--- src/gio_pkg.sv ---
// Package with register map, field layout, reset values and types of the GPIO port block.
package gio_pkg;

  // ==========================================================================
  // Sizes
  localparam int NPORT = 4;
  localparam int NPIN = 8;
  localparam int FLAG_W = 7;

  // ==========================================================================
  // Register offsets (byte addresses)
  localparam logic [11:0] PORT_SPAN = 12'h080;
  localparam logic [4:0] OFS_OUT = 5'h00;
  localparam logic [4:0] OFS_IN = 5'h04;
  localparam logic [4:0] OFS_DIR = 5'h08;
  localparam logic [4:0] OFS_CFG = 5'h0c;
  localparam logic [4:0] OFS_CTL2 = 5'h10;
  localparam logic [11:0] OFS_DBG = 12'h100;
  localparam logic [11:0] OFS_TRIG = 12'h200;
  localparam logic [11:0] OFS_NMI = 12'h204;
  localparam logic [11:0] OFS_CLR = 12'h208;
  localparam logic [11:0] OFS_MASK = 12'h20c;

  // ==========================================================================
  // Field positions and reset values
  localparam int DBG_BIT = 0;
  localparam int NMI_SEL_BIT = 2;
  localparam int NMI_FLAG = 6;
  localparam logic [6:0] FLAG_BITS = 7'h4f;
  localparam logic [7:0] CFG_D_RST = 8'h02;
  localparam logic [1:0] RESP_OKAY = 2'h0;
  localparam logic [1:0] RESP_SLVERR = 2'h2;

  // ==========================================================================
  // Trigger modes of a port
  typedef enum logic [1:0] {
    TRIG_FALL_LOW = 2'h0,
    TRIG_RISE = 2'h1,
    TRIG_FALL = 2'h2,
    TRIG_BOTH = 2'h3
  } gio_trig_type;

  // Drive of the eight pads of one port.
  typedef struct packed {
    logic [7:0] out;
    logic [7:0] oe;
    logic [7:0] pull_up;
    logic [7:0] fast;
  } gio_pad_type;

  // Whole state of the block.
  typedef struct packed {
    logic [3:0][7:0] dout;
    logic [3:0][7:0] dir;
    logic [3:0][7:0] cfg;
    logic [3:0][7:0] ctl2;
    logic [3:0][7:0] sync1;
    logic [3:0][7:0] sync2;
    logic [3:0][7:0] sync3;
    logic [3:0][7:0] level;
    gio_pad_type [3:0] pad;
    logic [7:0] trig;
    logic nmi_sel;
    logic dbg_rel;
    logic [6:0] flag;
    logic [6:0] mask;
    logic aw_got;
    logic w_got;
    logic [11:0] awaddr;
    logic [7:0] wdata;
    logic wstrb0;
    logic bvalid;
    logic [1:0] bresp;
    logic rvalid;
    logic [31:0] rdata;
    logic [1:0] rresp;
  } gio_state_type;

endpackage

--- src/gio_port.sv ---
// Four 8-pin GPIO ports with external interrupt flags, behind an AXI4-Lite slave.
//
// Behaviour
// RULE_01: Each port has eight output bits that drive a pin low or high in output mode.
// RULE_02: The filtered level of each pin is readable as a read-only input field.
// RULE_03: A direction bit puts a pin in input mode at 0 and output mode at 1, reset 0.
// RULE_04: A function bit selects floating/pull-up in input, open-drain/push-pull in output.
// RULE_05: In input mode a second bit disables or enables the pin's external interrupt.
// RULE_06: In output mode that second bit selects 2MHz at 0 or 10MHz at 1 drive speed.
// RULE_07: An enabled alternate function drives the pin instead of the output bit.
// RULE_08: After reset pins float, except port D pins 1 and 2 owned by debug, pin 1 pulled up.
// RULE_09: The debug release bit 0 keeps port D pins 1 and 2 for debug at 0, frees them at 1.
// RULE_10: An enabled input pin raises a request on the edge or low level of its trigger mode.
// RULE_11: Bit 2 of the second trigger register selects falling (0) or rising (1) non-maskable.
// RULE_12: The non-maskable trigger bit is written only while port C pin 3 interrupt is off.
// RULE_13: Writing one to clear bits 0 to 3 clears the port A to D flags, bit 6 the NMI flag.
// RULE_14: Software sets an analog pin to floating input with its interrupt off beforehand.
// RULE_15: Each port's trigger field selects 00 fall+low, 01 rise, 10 fall, 11 both edges.
// RULE_16: A port flag is set by a trigger on any enabled pin and stays until cleared.
// RULE_17: Reserved bits read as zero and ignore writes.
//
// Added by the designer: the AXI4-Lite interface to the registers.
`timescale 1ns/1ps

module gio_port
(
  // Clock and reset.
  input wire logic clk_sys,
  input wire logic nrst,
  // AXI4-Lite write channels.
  input wire logic [11:0] awaddr,
  input wire logic awvalid,
  output logic awready,
  input wire logic [31:0] wdata,
  input wire logic [3:0] wstrb,
  input wire logic wvalid,
  output logic wready,
  output logic [1:0] bresp,
  output logic bvalid,
  input wire logic bready,
  // AXI4-Lite read channels.
  input wire logic [11:0] araddr,
  input wire logic arvalid,
  output logic arready,
  output logic [31:0] rdata,
  output logic [1:0] rresp,
  output logic rvalid,
  input wire logic rready,
  // Package pins.
  input wire logic [3:0][7:0] pin_in,
  output gio_pkg::gio_pad_type [3:0] pad,
  // Alternate functions.
  input wire logic [3:0][7:0] alt_en,
  input wire logic [3:0][7:0] alt_out,
  // Serial debug on port D pins 1 and 2.
  input wire logic dbg_swdio_out,
  input wire logic dbg_swdio_oe,
  output logic dbg_swdio_in,
  output logic dbg_swclk_in,
  // Interrupts.
  input wire logic nmi_route,
  output logic [3:0] irq_port,
  output logic irq_nmi,
  output logic irq
);
  import gio_pkg::*;

  gio_state_type s;
  gio_state_type next_s;
  logic [3:0][7:0] lvl_n;
  logic [3:0][7:0] rise;
  logic [3:0][7:0] fall;
  logic [3:0][7:0] int_en;
  logic [7:0] en_p;
  logic port_c_pin3_en;
  logic [6:0] set;
  logic [6:0] clr;
  logic aw_hs;
  logic w_hs;
  logic ar_hs;
  logic do_wr;
  logic wr_hit;
  logic [11:0] wa;
  logic [7:0] wd;
  logic ws;
  logic [32:0] rd_w;
  logic [32:0] wr_w;
  logic v;

  // ==========================================================================
  // Helpers

  // Decodes one address into {hit, read data}; reserved bits come back as zero.
  function automatic logic [32:0] reg_word(gio_state_type st, logic [11:0] a);
    logic [32:0] r;
    r = '0;
    if (a < PORT_SPAN)
    begin
      unique case (a[4:0])
        OFS_OUT: r = {1'b1, 24'h000000, st.dout[a[6:5]]};
        OFS_IN: r = {1'b1, 24'h000000, st.level[a[6:5]]};
        OFS_DIR: r = {1'b1, 24'h000000, st.dir[a[6:5]]};
        OFS_CFG: r = {1'b1, 24'h000000, st.cfg[a[6:5]]};
        OFS_CTL2: r = {1'b1, 24'h000000, st.ctl2[a[6:5]]};
        default: r = '0;
      endcase
    end
    else
    begin
      unique case (a)
        OFS_DBG: r = {1'b1, 31'h00000000, st.dbg_rel};
        OFS_TRIG: r = {1'b1, 24'h000000, st.trig};
        OFS_NMI: r = {1'b1, 29'h00000000, st.nmi_sel, 2'h0};
        OFS_CLR: r = {1'b1, 25'h0000000, st.flag};
        OFS_MASK: r = {1'b1, 25'h0000000, st.mask};
        default: r = '0;
      endcase
    end
    return r;
  endfunction

  // Tells whether any enabled pin of a port meets the selected trigger.
  function automatic logic trig_hit(gio_trig_type m, logic [7:0] en, logic [7:0] r,
                                    logic [7:0] f, logic [7:0] l);
    logic h;
    h = 1'b0;
    unique case (m)
      TRIG_FALL_LOW: h = |(en & (f | ~l));
      TRIG_RISE: h = |(en & r);
      TRIG_FALL: h = |(en & f);
      TRIG_BOTH: h = |(en & (r | f));
    endcase
    return h;
  endfunction

  // ==========================================================================
  // Bus handshakes

  // A channel is ready while nothing of its kind waits for an answer.
  assign awready = ~s.aw_got & ~s.bvalid;
  assign wready = ~s.w_got & ~s.bvalid;
  assign arready = ~s.rvalid;
  assign aw_hs = awvalid & awready;
  assign w_hs = wvalid & wready;
  assign ar_hs = arvalid & arready;

  // Address and data of the write may arrive in either order.
  assign wa = s.aw_got ? s.awaddr : awaddr;
  assign wd = s.w_got ? s.wdata : wdata[7:0];
  assign ws = s.w_got ? s.wstrb0 : wstrb[0];
  assign do_wr = (s.aw_got | aw_hs) & (s.w_got | w_hs) & ~s.bvalid;
  assign wr_w = reg_word(s, wa);
  assign wr_hit = wr_w[32];
  assign rd_w = reg_word(s, araddr);

  // ==========================================================================
  // Outputs from the state

  assign bresp = s.bresp;
  assign bvalid = s.bvalid;
  assign rdata = s.rdata;
  assign rresp = s.rresp;
  assign rvalid = s.rvalid;
  assign pad = s.pad;
  assign dbg_swdio_in = s.level[3][1];
  assign dbg_swclk_in = s.level[3][2];
  assign irq_port = s.flag[3:0];
  assign irq_nmi = s.flag[NMI_FLAG];
  assign irq = |(s.flag & s.mask);

  // ==========================================================================
  // Next state

  // Computes input filtering, events, pad drive and register updates.
  always_comb
  begin
    next_s = s;
    clr = '0;
    set = '0;
    en_p = '0;
    v = 1'b0;
    // A level counts once the second and third stages agree.
    lvl_n = (s.sync2 & s.sync3) | (s.level & (s.sync2 | s.sync3)); // RULE_02
    rise = lvl_n & ~s.level;
    fall = s.level & ~lvl_n;
    int_en = ~s.dir & s.ctl2; // RULE_05
    port_c_pin3_en = int_en[2][3];
    next_s.sync1 = pin_in;
    next_s.sync2 = s.sync1;
    next_s.sync3 = s.sync2;
    next_s.level = lvl_n; // RULE_02

    // Port events; port C pin 3 feeds the non-maskable line when routed.
    for (int p = 0; p < NPORT; p++)
    begin
      en_p = int_en[p];
      if (p == 2 && nmi_route)
      begin
        en_p[3] = 1'b0;
      end
      set[p] = trig_hit(gio_trig_type'(s.trig[2*p +: 2]), en_p, rise[p], fall[p],
                        lvl_n[p]); // RULE_10 RULE_15
    end
    set[NMI_FLAG] = nmi_route & port_c_pin3_en & (s.nmi_sel ? rise[2][3] : fall[2][3]); // RULE_11

    // Pad drive, registered so the pins change right after the clock edge.
    for (int p = 0; p < NPORT; p++)
    begin
      for (int i = 0; i < NPIN; i++)
      begin
        v = alt_en[p][i] ? alt_out[p][i] : s.dout[p][i]; // RULE_07 RULE_01
        if (p == 3 && (i == 1 || i == 2) && !s.dbg_rel) // RULE_08 RULE_09
        begin
          next_s.pad[p].out[i] = (i == 1) ? dbg_swdio_out : 1'b0;
          next_s.pad[p].oe[i] = (i == 1) ? dbg_swdio_oe : 1'b0;
          next_s.pad[p].pull_up[i] = s.cfg[p][i];
          next_s.pad[p].fast[i] = 1'b0;
        end
        else if (s.dir[p][i]) // RULE_03
        begin
          // Open-drain only ever pulls low; push-pull drives both levels.
          next_s.pad[p].out[i] = s.cfg[p][i] & v; // RULE_04
          next_s.pad[p].oe[i] = s.cfg[p][i] | ~v; // RULE_04
          next_s.pad[p].pull_up[i] = 1'b0;
          next_s.pad[p].fast[i] = s.ctl2[p][i]; // RULE_06
        end
        else
        begin
          next_s.pad[p].out[i] = 1'b0;
          next_s.pad[p].oe[i] = 1'b0;
          next_s.pad[p].pull_up[i] = s.cfg[p][i]; // RULE_04
          next_s.pad[p].fast[i] = 1'b0;
        end
      end
    end

    // Write channel capture.
    if (aw_hs)
    begin
      next_s.aw_got = 1'b1;
      next_s.awaddr = awaddr;
    end
    if (w_hs)
    begin
      next_s.w_got = 1'b1;
      next_s.wdata = wdata[7:0];
      next_s.wstrb0 = wstrb[0];
    end
    if (s.bvalid & bready)
    begin
      next_s.bvalid = 1'b0;
    end

    // Register write once both halves are present; only byte lane 0 holds fields.
    if (do_wr)
    begin
      next_s.aw_got = 1'b0;
      next_s.w_got = 1'b0;
      next_s.bvalid = 1'b1;
      next_s.bresp = wr_hit ? RESP_OKAY : RESP_SLVERR;
      if (ws && wa < PORT_SPAN)
      begin
        unique case (wa[4:0])
          OFS_OUT: next_s.dout[wa[6:5]] = wd; // RULE_01
          OFS_DIR: next_s.dir[wa[6:5]] = wd; // RULE_03
          OFS_CFG: next_s.cfg[wa[6:5]] = wd; // RULE_04
          OFS_CTL2: next_s.ctl2[wa[6:5]] = wd; // RULE_05 RULE_06
          default: next_s.dout = s.dout;
        endcase
      end
      else if (ws)
      begin
        unique case (wa)
          OFS_DBG: next_s.dbg_rel = wd[DBG_BIT]; // RULE_09
          OFS_TRIG: next_s.trig = wd; // RULE_15
          OFS_NMI:
          begin
            if (!int_en[2][3])
            begin
              next_s.nmi_sel = wd[NMI_SEL_BIT]; // RULE_11 RULE_12
            end
          end
          OFS_CLR: clr = wd[6:0] & FLAG_BITS; // RULE_13 RULE_17
          OFS_MASK: next_s.mask = wd[6:0] & FLAG_BITS; // RULE_17
          default: next_s.trig = s.trig;
        endcase
      end
    end

    // Flags are sticky, and a new event wins over a clear in the same cycle.
    next_s.flag = ((s.flag & ~clr) | set) & FLAG_BITS; // RULE_16 RULE_13

    // Read channel.
    if (s.rvalid & rready)
    begin
      next_s.rvalid = 1'b0;
    end
    if (ar_hs)
    begin
      next_s.rvalid = 1'b1;
      next_s.rdata = rd_w[31:0]; // RULE_17
      next_s.rresp = rd_w[32] ? RESP_OKAY : RESP_SLVERR;
    end
  end

  // ==========================================================================
  // State register

  // Synchronous reset; port D pin 1 comes up pulled up for the debugger.
  always_ff @(posedge clk_sys)
  begin
    if (!nrst)
    begin
      s <= '0;
      s.cfg[3] <= CFG_D_RST; // RULE_08
    end
    else
    begin
      s <= next_s;
    end
  end
endmodule

--- config.mk ---
export PLATFORM = sky130hd
export DESIGN_NAME = gio_port
export DESIGN_NICKNAME = d
export VERILOG_FILES = /design/src/gio_pkg.sv /design/src/gio_port.sv
export SDC_FILE = /design/constraint.sdc
export NUM_CORES = 1
export LEC_CHECK = 0
export BUFFER_PORTS_ARGS = -buffer_cell sky130_fd_sc_hd__buf_2
export CELL_PAD_IN_SITES_DETAIL_PLACEMENT = 1
export CELL_PAD_IN_SITES_GLOBAL_PLACEMENT = 1
export CORE_MARGIN = 5
export CORE_UTILIZATION = 45
export DETAILED_ROUTE_END_ITERATION = 16
export HOLD_SLACK_MARGIN = 0.03
export MAX_ROUTING_LAYER = met4
export PLACE_DENSITY_LB_ADDON = 0.1
export SYNTH_ARGS = -nofsm -noshare
export SYNTH_HDL_FRONTEND = slang
export SYNTH_SLANG_ARGS = --single-unit
--- constraint.sdc ---
create_clock -name clk_sys -period 6.5 [get_ports clk_sys]
set_input_delay 0.65 -clock clk_sys [delete_from_list [all_inputs] [get_ports clk_sys]]
set_output_delay 0.65 -clock clk_sys [all_outputs]
set_load 0.01 [all_outputs]
==> impl_metrics.json <==
{
  "outcome": "finished clean",
  "rows": 75,
  "netSwitchingFraction_pct": 23.2,
  "avgSynthCellArea_um2": 9.48,
  "io_pins": 343,
  "m1WireLength_mm": 29.9,
  "share_seq_of_total_power_pct": 46.6,
  "grt_setup_unrepaired": "no",
  "yosysUniqueCellTypes": 67,
  "combPwrFrac_pct": 5.7,
  "final_common_cell": "dfxtp_1",
  "cts-root-buf": "clkbuf_16",
  "fin_setup_tns_ns": 0,
  "fp.coreArea_um2": 41900,
  "clkPwrFrac_pct": 47.7,
  "gr-total-overflow": 0,
  "via_per_inst": 5.63,
  "die_h_um": 216,
  "synth_area_um2": 19100,
  "cts_tree": "built",
  "top_layer": "met4",
  "max_freq_mhz": 259,
  "place_inst": 2617,
  "ys_async_sr_fraction_pct": 0,
  "period_share_pct": 59.3,
  "routabilityCongestion": 0.941,
  "yosys_register_bits": 439,
  "cts_hold_buf": 0,
  "critPathRequiredTime_ns": 7.01,
  "fp.dieArea_um2": 46600,
  "min_period_ns": 3.85,
  "p_leak_nw": 8.85,
  "final_cell_mix": "dfxtp_1 (439), buf_2 (288), nor2_1 (204), nand2_1 (155), a211oi_1 (116)",
  "htreeDepth": 2,
  "port_buffers": 289,
  "drt_pass1_iterations": 5,
  "crit_fanout": 25,
  "cts-buffers-inserted": 48,
  "reg2reg_depth": 6,
  "stdcell_count": 2708,
  "worstReg2RegEnd": "s[357]",
  "cp-start-kind": "flop",
  "synthCells": 2014,
  "hpwl_mm": 49.8,
  "path_clk_slew_ns": 0.06,
  "worst-endpoint-arrival_ns": 4.37,
  "routed-via-count": 15258,
  "ys_seq_area_share_pct": 46.0,
  "setup_viol": 0,
  "fin_nets": 2326,
  "grt_pass1_vias": 15651,
  "cts_sinks": 439,
  "p_per_area_nw_per_um2": 277,
  "drv_cap": 0,
  "postRouteAntennaNets": 0,
  "wl_met3_mm": 4.72,
  "p_switching_w": 0.00138,
  "worstSkewPairLatency_ns": 0.59,
  "clockBufferDepth": 3,
  "grt_pass1_wl_mm": 97.8,
  "r2r_start": "s[60]",
  "critPathCapture": "s[357]",
  "routedWlPerCell_um": 24.4,
  "grt_usage_pct": 28.2,
  "yosys_warnings": 0,
  "max_slew.worst_pin.slew_ns": 1.31,
  "rrSetupSlack_ns": 2.65,
  "fin_worst_skew_ns": 0.0209,
  "drt-total-wl_mm": 66.0,
  "initial_core_util_pct": 45.5,
  "crit_type": "flop to flop",
  "end_kind": "flop",
  "synth-main-ff-cell": "dfxtp_1",
  "drive_gt1_share_pct": 21.3,
  "slew_headroom_pct": 12.2,
  "syn2layout_area_growth_pct": 12.3,
  "grt_max_degree": 84,
  "ir_drop_mv": 0.181,
  "antenna_found_initial": 6,
  "drtIter0Drc": 1227,
  "maxSlewViolCount": 0,
  "crit_start": "s[60]",
  "synth_edf_count": 0,
  "hold_class": "input port to flop",
  "internal_power_w": 0.00456,
  "drc": 0,
  "die_x_um": 216,
  "cts_resized": 0,
  "hold_viol": 0,
  "wl_met2_mm": 29.5,
  "post_cts_buffers": 0
}
[cell type report]
type	instances	area, um2
fill	4808	20500
sequential	439	8790
multi-input combinational	1257	8440
timing repair buffer	309	1600
clock buffer	71	1420
tap	539	674
inverter	73	279
clock inverter	17	221
antenna	3	7.51
[power groups by stage]
stage          combinational (W)  sequential (W)  clock (W)
2_1_floorplan           0.000227         0.00281          0
3_3_place_gp            0.000329         0.00283          0
3_5_place_dp            0.000336         0.00283          0
4_1_cts                 0.000338         0.00277    0.00289
5_1_grt                 0.000369         0.00277    0.00299
6_report                0.000339         0.00277    0.00283
[critical path: stages (launching register included)]
cell and delay, ns:
dfxtp_1 0.85, nor2_1 0.16, nor4_2 0.70, nand4_2 0.38, or2_1 0.40, nor2b_1 1.02
mux2i_1 0.27
[layer usage]
metal / global-route usage, % / vias up
li1: - / 7095
met1: 37.6 / 7588
met2: 43.5 / 479
met3: 6.22 / 96
met4: 8.42 / 0
met5: - / -
[synth_stat cells (5+ instances only)]
cell type | n | area [um2]
or4_1 | 6 | 45.0
ha_1 | 32 | 400
maj3_1 | 11 | 110
nand4b_1 | 6 | 52.6
nand2b_1 | 40 | 250
or3b_2 | 5 | 43.8
buf_1 | 6 | 22.5
dfxtp_1 | 439 | 8790
o2111ai_1 | 5 | 43.8
nor3_1 | 29 | 145
o211a_1 | 27 | 270
o32ai_1 | 9 | 78.8
nor3b_1 | 31 | 233
nor2b_1 | 9 | 56.3
a31oi_1 | 9 | 56.3
inv_1 | 72 | 270
nand3b_1 | 13 | 97.6
nand3_1 | 43 | 215
nor2_1 | 204 | 766
o21ai_0 | 38 | 190
or3_1 | 8 | 50.1
nor4_1 | 11 | 68.8
and2_1 | 101 | 632
a211oi_1 | 116 | 871
o211ai_1 | 7 | 52.6
mux2_2 | 9 | 101
mux4_2 | 35 | 788
buf_2 | 26 | 130
clkbuf_1 | 69 | 259
nand2_1 | 155 | 582
mux2i_1 | 96 | 961
a21oi_1 | 43 | 215
and3_1 | 36 | 225
nor2_2 | 13 | 81.3
o22ai_1 | 29 | 181
buf_4 | 168 | 1260
a22oi_1 | 7 | 52.6
[sequential cells by signal, indices dropped and copies added, names as in the netlist, 4 cells and up]
register,count
s,228
pad,128
irq_port,4
next_s,64
rdata,8
[per-stage QoR]
stage / hold slack [ns] / utilization (%) / cell area [um2] / setup WS, ns / power [W]
finish: 0.240 / 51.1 / 21400 / 2.65 / 0.00594
global route: 0.226 / 51.1 / 21400 / 2.43 / 0.00614
CTS: 0.210 / 51.1 / 21400 / 2.73 / 0.00599
detailed placement: 0.421 / 47.2 / 19800 / 2.73 / 0.00316
global placement: 0.423 / 47.2 / 19800 / 2.87 / 0.00316
floorplan: 0.412 / - / 19200 / 3.92 / 0.00304
[worst min-delay path by stage]
stage / depth (start not counted) / endpoint / start / slack, ns
3_3_place_gp: 1 / next_s[269] / next_s[301] / 0.42
2_1_floorplan: 1 / next_s[245] / next_s[277] / 0.41
6_report: 2 / rvalid / rready / 0.24
3_5_place_dp: 1 / next_s[248] / next_s[280] / 0.42
5_1_grt: 2 / rvalid / rready / 0.23
4_1_cts: 2 / rvalid / rready / 0.21
[kinds of logic after synthesis]
kind of cell,after synthesis,share of synthesized area [%]
AO/OA/AOI/OAI,321,12.0
multiplexers,140,9.69
buffers and inverters,343,10.3
adder cells (fa/ha/maj),43,2.67
other,1,0.0196
flip-flops,439,46.0
AND/OR/NAND/NOR,727,19.4
(Power assumes the default switching activity.)
